--- config.mk ---
export PLATFORM = sky130hd
export DESIGN_NAME = brag_addr_gen
export DESIGN_NICKNAME = d
export VERILOG_FILES = /design/src/pkg/brag_pkg.sv /design/src/rtl/brag_addr_gen.sv /design/src/rtl/brag_rev_add.sv
export SDC_FILE = /design/constraint.sdc
export NUM_CORES = 1
export LEC_CHECK = 0
export ABC_CLOCK_PERIOD_IN_PS = 5800
export BUFFER_PORTS_ARGS = -buffer_cell sky130_fd_sc_hd__buf_2
export CORE_ASPECT_RATIO = 1.1
export CORE_MARGIN = 5
export CORE_UTILIZATION = 50
export DETAILED_ROUTE_END_ITERATION = 8
export MAX_ROUTING_LAYER = met4
export PLACE_DENSITY = 0.83
export SYNTH_ARGS = -nofsm -noshare
export SYNTH_HDL_FRONTEND = slang
export SYNTH_HIERARCHICAL = 1
export SYNTH_SLANG_ARGS = --single-unit
--- constraint.sdc ---
create_clock -name aclk -period 5.8 [get_ports aclk]
set_input_delay 0.29 -clock aclk [delete_from_list [all_inputs] [get_ports aclk]]
set_output_delay 0.29 -clock aclk [all_outputs]
set_load 0.01 [all_outputs]
--- src/pkg/brag_pkg.sv ---
// Constants shared by the bit-reversed address generator and its register slave
//
// Overview of operation
// (RULE1) Reversed addresses only in the write-side generator, only for data writes.
// (RULE2) Only the modifier is treated as reversed; pointer and results stay normal order.
// (RULE3) Reversal needs the pointer-select field to differ from 1111, the stack pointer.
// (RULE4) Reversal also needs reverse_enable, bit 15 of the reverse control register.
// (RULE5) Reversal also needs register indirect with pre-increment or post-increment.
// (RULE6) Software aligns a 2^N byte buffer so its low N start bits are zero.
// (RULE7) The pivot modifier is bits 14 to 0 of the reverse control register.
// (RULE8) Reversed addresses are word addresses; pivot scaled to bytes, bit 0 forced zero.
// (RULE9) Byte accesses and other addressing modes get normal addresses even when enabled.
// (RULE10) When reversing, pivot is added to the pointer; the mode's increment is ignored.
// (RULE11) Modulo and reversal may share a register; reversal wins on data writes.
// (RULE12) Software avoids an indirect read through the pointer right after a control write.
// (RULE13) Offset form gets modulo correction on the address but no pointer write-back.
// (RULE14) Next reversed pointer adds pivot with carries running from MSB toward LSB.
package brag_pkg;

    // Register byte offsets on the AXI4-Lite bus
    localparam logic [7:0] BRAG_REV_CTRL_OFS = 8'h00;
    localparam logic [7:0] BRAG_MOD_CTRL_OFS = 8'h04;
    localparam logic [7:0] BRAG_MOD_START_OFS = 8'h08;
    localparam logic [7:0] BRAG_MOD_END_OFS = 8'h0C;
    localparam logic [7:0] BRAG_STATUS_OFS = 8'h10;

    // Values after reset
    localparam logic [15:0] BRAG_REV_CTRL_RST = 16'h0000;
    localparam logic [15:0] BRAG_MOD_CTRL_RST = 16'h0000;
    localparam logic [15:0] BRAG_MOD_START_RST = 16'h0000;
    localparam logic [15:0] BRAG_MOD_END_RST = 16'hFFFF;

    // Field positions in the reverse-addressing control register
    localparam int BRAG_REVERSE_ENABLE_BIT = 15;
    localparam int BRAG_PIVOT_MSB = 14;
    localparam int BRAG_PIVOT_W = 15;

    // Field positions in the modulo control register
    localparam int BRAG_MOD_ENABLE_BIT = 15;
    localparam int BRAG_MOD_SEL_LSB = 4;
    localparam int BRAG_PTR_SEL_LSB = 0;
    localparam int BRAG_SEL_W = 4;

    // Pointer number of the stack pointer
    localparam logic [3:0] BRAG_STACK_PTR = 4'hF;

    // Status register field positions
    localparam int BRAG_STAT_REV_BIT = 16;
    localparam int BRAG_STAT_WB_BIT = 17;

    // Addressing mode codes from the execution unit
    localparam logic [2:0] BRAG_MODE_INDIRECT = 3'h0;
    localparam logic [2:0] BRAG_MODE_POST_DEC = 3'h1;
    localparam logic [2:0] BRAG_MODE_POST_INC = 3'h2;
    localparam logic [2:0] BRAG_MODE_PRE_DEC = 3'h4;
    localparam logic [2:0] BRAG_MODE_PRE_INC = 3'h5;
    localparam logic [2:0] BRAG_MODE_OFFSET = 3'h6;

    // AXI response codes
    localparam logic [1:0] BRAG_RESP_OKAY = 2'b00;
    localparam logic [1:0] BRAG_RESP_SLVERR = 2'b10;

endpackage

--- src/rtl/brag_addr_gen.sv ---
// Write-side effective-address generator with bit-reversed and modulo modes
`timescale 1ns/1ps
module brag_addr_gen
    import brag_pkg::*;
#(
    parameter int ADDR_W = 8,
    parameter int PTR_W = 16
) (
    input wire logic aclk,
    input wire logic aresetn,
    input wire logic [ADDR_W-1:0] s_axi_awaddr,
    input wire logic [2:0] s_axi_awprot,
    input wire logic s_axi_awvalid,
    output logic s_axi_awready,
    input wire logic [31:0] s_axi_wdata,
    input wire logic [3:0] s_axi_wstrb,
    input wire logic s_axi_wvalid,
    output logic s_axi_wready,
    output logic [1:0] s_axi_bresp,
    output logic s_axi_bvalid,
    input wire logic s_axi_bready,
    input wire logic [ADDR_W-1:0] s_axi_araddr,
    input wire logic [2:0] s_axi_arprot,
    input wire logic s_axi_arvalid,
    output logic s_axi_arready,
    output logic [31:0] s_axi_rdata,
    output logic [1:0] s_axi_rresp,
    output logic s_axi_rvalid,
    input wire logic s_axi_rready,
    input wire logic req_valid,
    input wire logic req_write,
    input wire logic req_byte,
    input wire logic [3:0] req_wreg,
    input wire logic [2:0] req_mode,
    input wire logic [PTR_W-1:0] req_ptr,
    input wire logic [PTR_W-1:0] req_offset,
    output logic ea_valid,
    output logic [PTR_W-1:0] ea_addr,
    output logic ea_reversed,
    output logic ptr_wb_en,
    output logic [3:0] ptr_wb_reg,
    output logic [PTR_W-1:0] ptr_wb_value
);

    // Register storage
    logic [15:0] rev_ctrl_q;
    logic [15:0] mod_ctrl_q;
    logic [PTR_W-1:0] mod_start_q;
    logic [PTR_W-1:0] mod_end_q;

    // AXI channel state
    logic awready_q;
    logic wready_q;
    logic bvalid_q;
    logic [1:0] bresp_q;
    logic arready_q;
    logic rvalid_q;
    logic [1:0] rresp_q;
    logic [31:0] rdata_q;
    logic aw_held_q;
    logic w_held_q;
    logic [ADDR_W-1:0] awaddr_q;
    logic [31:0] wdata_q;
    logic [3:0] wstrb_q;

    // Address result registers
    logic ea_valid_q;
    logic [PTR_W-1:0] ea_addr_q;
    logic ea_reversed_q;
    logic wb_en_q;
    logic [3:0] wb_reg_q;
    logic [PTR_W-1:0] wb_value_q;

    // Combinational address path
    logic [BRAG_SEL_W-1:0] ptr_sel;
    logic [BRAG_SEL_W-1:0] mod_sel;
    logic reverse_enable;
    logic [BRAG_PIVOT_W-1:0] pivot_modifier;
    logic brev_cfg_ok;
    logic inc_mode;
    logic dec_mode;
    logic pre_mode;
    logic use_brev;
    logic use_mod;
    logic [PTR_W-1:0] step;
    logic [PTR_W-1:0] raw_next;
    logic [PTR_W-1:0] mod_len;
    logic [PTR_W-1:0] mod_next;
    logic [PTR_W-2:0] rev_word;
    logic [PTR_W-1:0] rev_next;
    logic [PTR_W-1:0] next_ptr;
    logic [PTR_W-1:0] ea_d;
    logic wb_d;

    // Write handshake and read decode helpers
    logic aw_take;
    logic w_take;
    logic do_write;
    logic [ADDR_W-1:0] wr_addr;
    logic [31:0] wr_data;
    logic [3:0] wr_strb;
    logic wr_hit;
    logic [31:0] rd_word;
    logic rd_hit;

    assign ptr_sel = mod_ctrl_q[BRAG_PTR_SEL_LSB +: BRAG_SEL_W];
    assign mod_sel = mod_ctrl_q[BRAG_MOD_SEL_LSB +: BRAG_SEL_W];
    assign reverse_enable = rev_ctrl_q[BRAG_REVERSE_ENABLE_BIT];
    assign pivot_modifier = rev_ctrl_q[BRAG_PIVOT_MSB:0]; // RULE7

    // Conditions under which reversal is allowed at all
    assign brev_cfg_ok = reverse_enable && (ptr_sel != BRAG_STACK_PTR); // RULE3 RULE4
    assign inc_mode = (req_mode == BRAG_MODE_PRE_INC) || (req_mode == BRAG_MODE_POST_INC); // RULE5
    assign dec_mode = (req_mode == BRAG_MODE_PRE_DEC) || (req_mode == BRAG_MODE_POST_DEC);
    assign pre_mode = (req_mode == BRAG_MODE_PRE_INC) || (req_mode == BRAG_MODE_PRE_DEC);

    // Reversal only on word data writes through the selected pointer
    // A control write takes effect at the next request; software keeps a read
    // through the reversed pointer away from it, so no hazard logic is spent here
    assign use_brev = req_write && !req_byte && inc_mode && brev_cfg_ok
        && (req_wreg == ptr_sel); // RULE1 RULE9
    assign use_mod = mod_ctrl_q[BRAG_MOD_ENABLE_BIT] && (req_wreg == mod_sel);

    // Normal increment follows the data size
    assign step = req_byte ? PTR_W'(1) : PTR_W'(2);
    assign mod_len = PTR_W'(mod_end_q - mod_start_q + PTR_W'(1));

    // Normal next pointer for each addressing mode
    always_comb begin
        case (req_mode)
            BRAG_MODE_PRE_INC,
            BRAG_MODE_POST_INC: raw_next = PTR_W'(req_ptr + step);
            BRAG_MODE_PRE_DEC,
            BRAG_MODE_POST_DEC: raw_next = PTR_W'(req_ptr - step);
            BRAG_MODE_OFFSET: raw_next = PTR_W'(req_ptr + req_offset);
            default: raw_next = req_ptr;
        endcase
    end

    // Modulo correction; boundaries compared as less/greater, not just equal
    always_comb begin
        mod_next = raw_next;
        if (use_mod) begin
            if ((inc_mode || req_mode == BRAG_MODE_OFFSET) && raw_next > mod_end_q) begin
                mod_next = PTR_W'(raw_next - mod_len);
            end else if ((dec_mode || req_mode == BRAG_MODE_OFFSET)
                && raw_next < mod_start_q) begin
                mod_next = PTR_W'(raw_next + mod_len);
            end
        end
    end

    // Reversed-carry sum on word addresses; pointer itself stays in normal order
    brag_rev_add #(
        .W(PTR_W - 1)
    ) u_rev_add (
        .a(req_ptr[PTR_W-1:1]), // RULE2
        .b(pivot_modifier),
        .sum(rev_word)
    );
    assign rev_next = {rev_word, 1'b0}; // RULE8

    // Reversal takes priority over modulo and replaces the mode's increment
    assign next_ptr = use_brev ? rev_next : mod_next; // RULE10 RULE11

    // Effective address: pre-modify and offset forms use the new value
    always_comb begin
        if (use_brev) begin
            ea_d = pre_mode ? rev_next : {req_ptr[PTR_W-1:1], 1'b0}; // RULE8
        end else if (pre_mode || req_mode == BRAG_MODE_OFFSET) begin
            ea_d = mod_next; // RULE13
        end else begin
            ea_d = req_ptr;
        end
    end

    // Pointer is written back only by pre/post modify forms
    assign wb_d = inc_mode || dec_mode; // RULE13

    // Address result pipeline, one cycle after the request
    // Nothing stalls a request: the answer appears at the next edge
    // whatever the register bus is doing
    always_ff @(posedge aclk) begin
        if (!aresetn) begin
            ea_valid_q <= 1'b0;
            ea_addr_q <= '0;
            ea_reversed_q <= 1'b0;
            wb_en_q <= 1'b0;
            wb_reg_q <= '0;
            wb_value_q <= '0;
        end else begin
            ea_valid_q <= req_valid;
            wb_en_q <= req_valid && wb_d;
            if (req_valid) begin
                ea_addr_q <= ea_d;
                ea_reversed_q <= use_brev;
                wb_reg_q <= req_wreg;
                wb_value_q <= next_ptr;
            end
        end
    end

    // Write address and data are taken independently, in either order
    // Each ready stays low from its take until the response handshake,
    // so at most one write is ever in flight
    assign aw_take = s_axi_awvalid && awready_q;
    assign w_take = s_axi_wvalid && wready_q;
    assign do_write = (aw_held_q || aw_take) && (w_held_q || w_take) && !bvalid_q;
    assign wr_addr = aw_held_q ? awaddr_q : s_axi_awaddr;
    assign wr_data = w_held_q ? wdata_q : s_axi_wdata;
    assign wr_strb = w_held_q ? wstrb_q : s_axi_wstrb;

    // Write channel handshakes and response
    always_ff @(posedge aclk) begin
        if (!aresetn) begin
            awready_q <= 1'b1;
            wready_q <= 1'b1;
            aw_held_q <= 1'b0;
            w_held_q <= 1'b0;
            awaddr_q <= '0;
            wdata_q <= '0;
            wstrb_q <= '0;
            bvalid_q <= 1'b0;
            bresp_q <= BRAG_RESP_OKAY;
        end else begin
            if (aw_take) begin
                awaddr_q <= s_axi_awaddr;
            end
            if (w_take) begin
                wdata_q <= s_axi_wdata;
                wstrb_q <= s_axi_wstrb;
            end
            if (do_write) begin
                aw_held_q <= 1'b0;
                w_held_q <= 1'b0;
                awready_q <= 1'b0;
                wready_q <= 1'b0;
                bvalid_q <= 1'b1;
                bresp_q <= wr_hit ? BRAG_RESP_OKAY : BRAG_RESP_SLVERR;
            end else begin
                if (aw_take) begin
                    aw_held_q <= 1'b1;
                    awready_q <= 1'b0;
                end
                if (w_take) begin
                    w_held_q <= 1'b1;
                    wready_q <= 1'b0;
                end
                if (bvalid_q && s_axi_bready) begin
                    bvalid_q <= 1'b0;
                    awready_q <= 1'b1;
                    wready_q <= 1'b1;
                end
            end
        end
    end

    // Address decode of writable registers
    always_comb begin
        case ({wr_addr[ADDR_W-1:2], 2'b00})
            ADDR_W'(BRAG_REV_CTRL_OFS),
            ADDR_W'(BRAG_MOD_CTRL_OFS),
            ADDR_W'(BRAG_MOD_START_OFS),
            ADDR_W'(BRAG_MOD_END_OFS): wr_hit = 1'b1;
            default: wr_hit = 1'b0;
        endcase
    end

    // Register writes with byte lanes 0 and 1
    always_ff @(posedge aclk) begin
        if (!aresetn) begin
            rev_ctrl_q <= BRAG_REV_CTRL_RST;
            mod_ctrl_q <= BRAG_MOD_CTRL_RST;
            mod_start_q <= PTR_W'(BRAG_MOD_START_RST);
            mod_end_q <= PTR_W'(BRAG_MOD_END_RST);
        end else if (do_write) begin
            for (int b = 0; b < 2; b++) begin
                if (wr_strb[b]) begin
                    case ({wr_addr[ADDR_W-1:2], 2'b00})
                        ADDR_W'(BRAG_REV_CTRL_OFS): rev_ctrl_q[b*8 +: 8] <= wr_data[b*8 +: 8];
                        ADDR_W'(BRAG_MOD_CTRL_OFS): mod_ctrl_q[b*8 +: 8] <= wr_data[b*8 +: 8];
                        ADDR_W'(BRAG_MOD_START_OFS): mod_start_q[b*8 +: 8] <= wr_data[b*8 +: 8];
                        ADDR_W'(BRAG_MOD_END_OFS): mod_end_q[b*8 +: 8] <= wr_data[b*8 +: 8];
                        default: ;
                    endcase
                end
            end
        end
    end

    // Read decode; status shows the last generated address
    always_comb begin
        rd_word = 32'h0000_0000;
        rd_hit = 1'b1;
        case ({s_axi_araddr[ADDR_W-1:2], 2'b00})
            ADDR_W'(BRAG_REV_CTRL_OFS): rd_word[15:0] = rev_ctrl_q;
            ADDR_W'(BRAG_MOD_CTRL_OFS): rd_word[15:0] = mod_ctrl_q;
            ADDR_W'(BRAG_MOD_START_OFS): rd_word[PTR_W-1:0] = mod_start_q;
            ADDR_W'(BRAG_MOD_END_OFS): rd_word[PTR_W-1:0] = mod_end_q;
            ADDR_W'(BRAG_STATUS_OFS): begin
                rd_word[PTR_W-1:0] = ea_addr_q;
                rd_word[BRAG_STAT_REV_BIT] = ea_reversed_q;
                rd_word[BRAG_STAT_WB_BIT] = wb_en_q;
            end
            default: rd_hit = 1'b0;
        endcase
    end

    // Read channel: address taken, data one cycle later
    // Data is captured at the address edge; a later register change
    // does not alter a response still waiting for rready
    always_ff @(posedge aclk) begin
        if (!aresetn) begin
            arready_q <= 1'b1;
            rvalid_q <= 1'b0;
            rresp_q <= BRAG_RESP_OKAY;
            rdata_q <= 32'h0000_0000;
        end else if (s_axi_arvalid && arready_q) begin
            arready_q <= 1'b0;
            rvalid_q <= 1'b1;
            rdata_q <= rd_word;
            rresp_q <= rd_hit ? BRAG_RESP_OKAY : BRAG_RESP_SLVERR;
        end else if (rvalid_q && s_axi_rready) begin
            rvalid_q <= 1'b0;
            arready_q <= 1'b1;
        end
    end

    // Outputs straight from flip-flops
    assign s_axi_awready = awready_q;
    assign s_axi_wready = wready_q;
    assign s_axi_bvalid = bvalid_q;
    assign s_axi_bresp = bresp_q;
    assign s_axi_arready = arready_q;
    assign s_axi_rvalid = rvalid_q;
    assign s_axi_rresp = rresp_q;
    assign s_axi_rdata = rdata_q;
    assign ea_valid = ea_valid_q;
    assign ea_addr = ea_addr_q;
    assign ea_reversed = ea_reversed_q;
    assign ptr_wb_en = wb_en_q;
    assign ptr_wb_reg = wb_reg_q;
    assign ptr_wb_value = wb_value_q;

endmodule // brag_addr_gen

--- src/rtl/brag_rev_add.sv ---
// Adder whose carry runs from the most significant bit toward bit 0
`timescale 1ns/1ps
module brag_rev_add #(
    parameter int W = 15
) (
    input wire logic [W-1:0] a,
    input wire logic [W-1:0] b,
    output logic [W-1:0] sum
);

    // Ripple from the top down, so the modifier acts as if bit reversed
    always_comb begin
        logic c;
        c = 1'b0;
        sum = '0;
        for (int i = W - 1; i >= 0; i--) begin
            sum[i] = a[i] ^ b[i] ^ c; // RULE14
            c = (a[i] & b[i]) | (a[i] & c) | (b[i] & c);
        end
    end

endmodule // brag_rev_add

==> metrics.md, run 1 <==
| Metric | Value |
|---|---|
| Outcome | `complete, no violations` |
| Xor/xnor share of the synthesized area | `under 10%` |
| First drt pass iteration count | `7` |
| Die X | `about 150 um` |
| Sequential element share of the synthesized area | `a little over a quarter` |
| Commonest non-fill, non-tap cell in the layout | `dfxtp_1` |
| I/O Buffers | `~140` |
| Final Hold Fails | `0` |
| Starting Density | `50.6%` |
| Synthesized area | `approximately 0.012 mm^2` |
| Initial antenna violation count | `1` |
| Flip-flop and latch count after synthesis | `154` |
| Adder-cell area share of the yosys netlist | `between 10% and 20%` |
| Reg-to-reg startpoint | `rev_ctrl_q[14]` |
| Distinct cells, synth | `a little under 90` |
| Avg Inst Size Synth | `between 8 and 9 um^2` |
| Vias post-DR | `12,000` |
| TritonCTS clock tree | `done` |
| Setup crit start kind | `flip-flop` |
| Clk slew on worst S/H paths | `0.07 ns` |
| GRT Overall Usage | `30.6%` |
| Simple-gate share of the synthesized area | `about 17%` |
| Via density | `around 6.2` |
| Post-synth EDFFs | `0` |
| Power Dens Cells | `around 280 mW/mm^2` |
| Top Ports | `between 150 and 200` |
| Primary FF master, synth | `dfxtp_1` |
| H-tree depth | `4` |
| CTS root buf | `clkbuf_16` |
| Hold Path Class | `primary input to flip-flop` |
| Worst-Skew Late Latency | `about 0.43 ns` |
| Finished Layout Cells | `1,942` |
| Worst Max-Slew Pin Slew | `~1.2 ns` |
| Max Clk Rate | `173 MHz` |
| RSZ-0062 raised after global routing | `yes` |
| Die area | `~0.026 mm^2` |
| Synth Area in Compound Gates | `about 28%` |
| Placed cell areas | `0.0131 mm^2` |
| First-pass GRT wire length | `a little over 60,000 um` |
| Max-slew violations | `0` |
| Max-Cap Viols | `0` |
| Core Util, Final | `60.3%` |
| Final HPWL DP | `~31,000 um` |
| Rows | `58` |
| Core area | `between 0.02 and 0.025 mm^2` |
| Pin count of the biggest net entering global routing | `51` |
| Slew headroom | `a little over a fifth` |
| Chip Height | `169 um` |
| Vias in the first global route | `11,500` |
| CP most frequent cell | `fa_2` |
| DRC violation count after routing | `0` |
| Leak | `6.13 nW` |
| Critical path fanouts, max | `2` |
| WL final | `~40,000 um` |
| CP Class | `flip-flop to flip-flop` |
| Mux cell area share after synthesis | `4.45%` |
| Critical path cell sequence | `ha_4 > fa_2 > fa_2 > fa_2 > fa_2 > fa_2 > fa_2 > fa_2 > fa_2 > fa_2 > fa_2 > fa_2 > fa_2 > fa_2 > xor3_1 > a221oi_2 > a21oi_1` |
| Crit path max-delay cell type | `dfxtp_4` |
| # nets final | `between 1,500 and 2,000` |
| Worst path arrival time | `between 6 and 7 ns` |
| Worst setup path startpoint | `rev_ctrl_q[14]` |
| Crit end category | `flip-flop` |
| Worst Path Required | `6.12 ns` |
| Clock buffer depth | `2` |
| CTS buffer count | `17` |
| GPL Wtd Cong | `0.974` |
| Period utilisation layout | `slightly below 100%` |
| Tmin final | `between 5 and 6 ns` |
| Total clock sinks | `approximately 150` |
| Layout cells sized above 1 | `21.0%` |
| Largest register FFs | `18` |
| Area Overhead vs Synth | `19.3%` |
| Number of diodes | `0` |
| Post-DR wirelength/cell | `between 20 and 25 um` |
| Cells after Synth | `1,441` |
| Largest family of logic cells by synthesized area | `compound AO/OA/AOI/OAI gates` |
| Final setup violation count | `0` |
| Cts hold-fix bufs | `0` |
| Dpl cells | `around 1,900` |
| Routed Antenna Nets | `0` |
| Total global routing overflow | `0` |
| Fraction of registers with async set/reset | `0%` |
| Number of post-CTS setup repair buffers | `0` |
| CP peak stage delay | `approximately 0.37 ns` |
| Worst Skew | `roughly 0.009 ns` |
| Hold Crit Start | `s_axi_wdata[11]` |
| Peak VDD IR | `approximately 0.22 mV` |
| Synth Warn # | `6` |
| Commonest non-fill, non-tap cells in the layout | `dfxtp_1 (153), nor2_1 (150), nand2_1 (143)` |
| Final Cell Area | `0.0138 mm^2` |
| Starting DRT DRC Count | `around 1,400` |
area by class of cell:
cell class,instances,area (um^2)
inverters,86,324
fillers,1996,9070
well taps,300,375
clock inverters,14,206
clock buffers,18,429
repair buffers,249,1510
multi-input cells,1121,7850
flip-flops and latches,154,3090
cells in the mapped netlist (11+ instances only):
master | number | area share (%)
inv_1 | 85 | 2.8
and3_1 | 14 | 0.76
dfxtp_1 | 154 | 27
nor2_1 | 151 | 4.9
nand2b_1 | 13 | 0.70
xnor2_1 | 18 | 1.4
nor3_1 | 19 | 0.82
clkbuf_1 | 68 | 2.2
a21o_1 | 29 | 1.9
o31ai_1 | 11 | 0.71
nand3_1 | 25 | 1.1
a21oi_1 | 113 | 4.9
a22oi_1 | 20 | 1.3
mux2_2 | 19 | 1.9
o21ai_0 | 56 | 2.4
mux2i_1 | 30 | 2.6
ha_1 | 106 | 11
o211ai_1 | 30 | 1.9
xor2_1 | 13 | 0.99
a211oi_1 | 75 | 4.9
a221oi_1 | 31 | 2.3
buf_4 | 17 | 1.1
fa_1 | 17 | 2.9
nand2_1 | 143 | 4.6
and2_1 | 11 | 0.60
cell families after synthesis:
logic type,count (synthesis)
AO/OA/AOI/OAI,467
AND/OR/NAND/NOR,434
buffers and inverters,181
flip-flops,154
adder cells (fa/ha/maj),123
multiplexers,49
XOR/XNOR,32
other,1
report_power, final:
| part | total [W] | switching [W] | internal [W] | leakage (nW) |
|---|---|---|---|---|
| sequential | 0.00116 | 0.0000522 | 0.00111 | 1.26 |
| combinational | 0.00146 | 0.000852 | 0.000605 | 4.56 |
| clock | 0.00123 | 0.000494 | 0.000732 | 0.306 |
| total | 0.00385 | 0.00140 | 0.00245 | 6.13 |
layer usage:
| layer | GRT usage, % | vias to the layer above | wire length [um] |
|---|---|---|---|
| met3 | 4.59 | 144 | 3260 |
| met2 | 49.7 | 621 | 18600 |
| met1 | 37.3 | 5581 | 15800 |
| li1 | - | 5613 | - |
| met5 | - | - | 0 |
| met4 | 14.9 | 0 | 2340 |
through the flow:
| stage | setup TNS (ns) | hold WS (ns) | setup slack [ns] | total power (W) |
|---|---|---|---|---|
| 6_report | 0 | 0.106 | 0.0360 | 0.00385 |
| 5_1_grt | -0.0792 | 0.0997 | -0.0272 | 0.00403 |
| 4_1_cts | 0 | 0.0949 | 0.00151 | 0.00383 |
| 3_5_place_dp | -6.70 | 0.443 | -0.407 | 0.00261 |
| 3_3_place_gp | -4.72 | 0.438 | -0.298 | 0.00258 |
| 2_1_floorplan | 0 | 0.426 | 0.0231 | 0.00208 |
worst max-delay path, delay by kind of cell, from the launching register on:
kind / cells / cell delay (ns)
xor gates and xnor gates: 1 / 0.22
adders and majority gates: 14 / 4.71
AOI/OAI and AO/OA: 2 / 0.35
DFF: 1 / 0.37
worst paths after layout:
| check | end | slack, ns | depth (start not counted) |
|---|---|---|---|
| worst min-delay path | wdata_q[11] | 0.11 | 3 |
| worst max register to register | ea_addr[1] | 0.04 | 17 |
| worst max-delay path | ea_addr[1] | 0.04 | 17 |
| worst min register to register | wdata_q[5] | 0.45 | 2 |
repair_timing:
action                                  4_1_cts  5_1_grt
resized for setup                             6       10
pin swaps                                     0        3
endpoints found under the setup margin        4       31
Note: power is estimated with default switching activity, not from simulation.
==> inputs of run 2 (changes only) <==
--- a/config.mk
+++ b/config.mk
@@ -13,6 +13,7 @@
 export DETAILED_ROUTE_END_ITERATION = 8
 export MAX_ROUTING_LAYER = met4
 export PLACE_DENSITY = 0.83
+export SETUP_SLACK_MARGIN = 0.5
 export SYNTH_ARGS = -nofsm -noshare
 export SYNTH_HDL_FRONTEND = slang
 export SYNTH_HIERARCHICAL = 1
==> metrics.md, run 2 (synthesized netlist as in run 1, its figures left out) <==
| Metric | Value |
|---|---|
| Finished Layout Cells | `~1,900` |
| Largest register FFs | `18` |
| Clock buffer depth | `2` |
| Fillers | `roughly 1,900` |
| Combinational fraction of design power | `about two fifths` |
| Met3 usage | `under 10%` |
| Via density | `around 6.3` |
| Final HPWL DP | `between 20,000 and 30,000 um` |
| Max Clk Rate | `around 170 MHz` |
| CP Class | `flip-flop to flip-flop` |
| Pin count of the biggest net entering global routing | `between 50 and 60` |
| Final setup violation count | `0` |
| Total global routing overflow | `0` |
| Leak | `approximately 6.1 nW` |
| Number of diodes | `0` |
| Layout cells sized above 1 | `a little under a quarter` |
| Dpl cells | `1,875` |
| Peak VDD IR | `around 0.26 mV` |
| RSZ-0062 raised after global routing | `yes` |
| First drt pass iteration count | `7` |
| Crit end category | `flip-flop` |
| Setup crit start kind | `flip-flop` |
| WL final | `slightly below 40,000 um` |
| Grt met1 use | `about 36%` |
| Hold Path Class | `primary input to flip-flop` |
| TritonCTS clock tree | `done` |
| Period utilisation layout | `a little over nine tenths` |
| Post-DR wirelength/cell | `around 20 um` |
| Seq pwr share | `30.6%` |
| Clock power share | `between 30% and 40%` |
| Slew headroom | `between 20% and 30%` |
| Switching share of total power | `between 30% and 40%` |
| Worst-Skew Late Latency | `roughly 0.44 ns` |
| Top Ports | `between 150 and 200` |
| First-pass GRT wire length | `59,900 um` |
| Routed Antenna Nets | `0` |
| Commonest non-fill, non-tap cell in the layout | `dfxtp_1` |
| GRT Overall Usage | `between 20% and 30%` |
| Max-slew violations | `0` |
| Commonest non-fill, non-tap cells in the layout | `dfxtp_1 (153), nor2_1 (148), buf_2 (140)` |
| Worst Max-Slew Pin Slew | `1.20 ns` |
| H-tree depth | `4` |
| Max-Cap Viols | `0` |
| Area Overhead vs Synth | `21.8%` |
| Rows | `58` |
| Power Dens Cells | `roughly 270 mW/mm^2` |
| Core area | `about 0.023 mm^2` |
| Tmin final | `between 5 and 6 ns` |
| CTS root buf | `clkbuf_16` |
| Outcome | `complete, no violations` |
| Design Power | `approximately 0.0038 W` |
| Met2 Usage GRT | `47.2%` |
| # nets final | `between 1,500 and 2,000` |
| Starting DRT DRC Count | `~1,400` |
| Cts hold-fix bufs | `0` |
| Critical path fanouts, max | `2` |
| GPL Wtd Cong | `between 0.9 and 1` |
| Grt peak-use layer | `met2` |
| Die X | `between 150 and 200 um` |
| Final Hold Fails | `0` |
| Vias post-DR | `around 12,000` |
| CTS buffer count | `17` |
| Internal power | `around 0.0023 W` |
| Pre-CTS setup slack | `-0.172 ns` |
| Starting Density | `between 50% and 60%` |
| DRC violation count after routing | `0` |
| Worst Skew | `0.0157 ns` |
| Fin Hold WS | `approximately 0.11 ns` |
| Vias in the first global route | `11,300` |
| Total clock sinks | `~150` |
| Chip Height | `169 um` |
| Initial antenna violation count | `0` |
| Die area | `between 0.02 and 0.03 mm^2` |
| Final worst slack | `about 0.072 ns` |
| P_sw | `0.00146 W` |
| Worst path arrival time | `6.05 ns` |
| Worst Path Required | `between 6 and 7 ns` |
| I/O Buffers | `approximately 140` |
| Clk slew on worst S/H paths | `about 0.070 ns` |
-- run 2: changes by cell type in the layout (fill, tap and decap cells not counted), moves of 6 or more --
cell and change:
a221oi_1 -7, a221oi_2 +6, buf_4 -29, ha_1 -9, ha_4 +8
-- run 2: layer usage --
metal	wire length (um)	vias up	part of all wire, %
met5	0	-	0
met2	18300	689	47
met4	1880	0	4.8
met3	3680	127	9.4
li1	-	5592	-
met1	15400	5667	39
-- run 2: path summary, 6_finish.rpt --
path	startpoint	end	slack, ns	cells after the start
worst min-delay path	s_axi_wdata[1]	wdata_q[1]	0.11	3
worst max register to register	rev_ctrl_q[14]	ea_addr[1]	0.07	17
worst min register to register	wdata_q[7]	wdata_q[7]	0.46	2
worst max-delay path	rev_ctrl_q[14]	ea_addr[1]	0.07	17
-- run 2: area by class of cell --
cell class | instances | area, um^2 | area share (%)
clock buffers | 17 | 425 | 3.02
well taps | 300 | 375 | 2.67
inverters | 86 | 324 | 2.30
clock inverters | 15 | 171 | 1.22
multi-input cells | 1122 | 8290 | 58.9
repair buffers | 226 | 1410 | 9.99
flip-flops and latches | 154 | 3090 | 21.9
-- run 2: critical path: stages, from the launching register on --
cell      delay (ns)
dfxtp_4         0.37
ha_4            0.16
fa_2            0.34
fa_2            0.37
fa_2            0.35
fa_2            0.35
fa_2            0.35
fa_2            0.35
fa_2            0.35
fa_2            0.35
fa_2            0.35
fa_2            0.35
fa_2            0.35
fa_2            0.35
fa_2            0.34
xor3_1          0.21
a221oi_2        0.22
a21oi_1         0.10
-- run 2: power groups by stage --
stage	Clock [W]	Sequential [W]	Combinational (W)
2_1_floorplan	0	0.00118	0.000917
5_1_grt	0.00120	0.00117	0.00162
3_5_place_dp	0	0.00118	0.00135
6_report	0.00114	0.00116	0.00150
3_3_place_gp	0	0.00118	0.00132
4_1_cts	0.00115	0.00116	0.00137
-- run 2: metrics by stage --
step,utilization [%],TNS (ns),area (um^2)
after floorplan,-,0,11800
after global placement,56.6,0,12900
after detailed placement,56.6,-1.74,12900
after CTS,59.7,0,13700
after global routing,61.6,-0.0980,14100
final,61.6,0,14100
-- run 2: what timing repair did --
item,in CTS,in global routing
endpoints found under the setup margin,29,31
buffers inserted,3,9
gates cloned,1,0
gates resized for setup,16,70
pin swaps,6,43
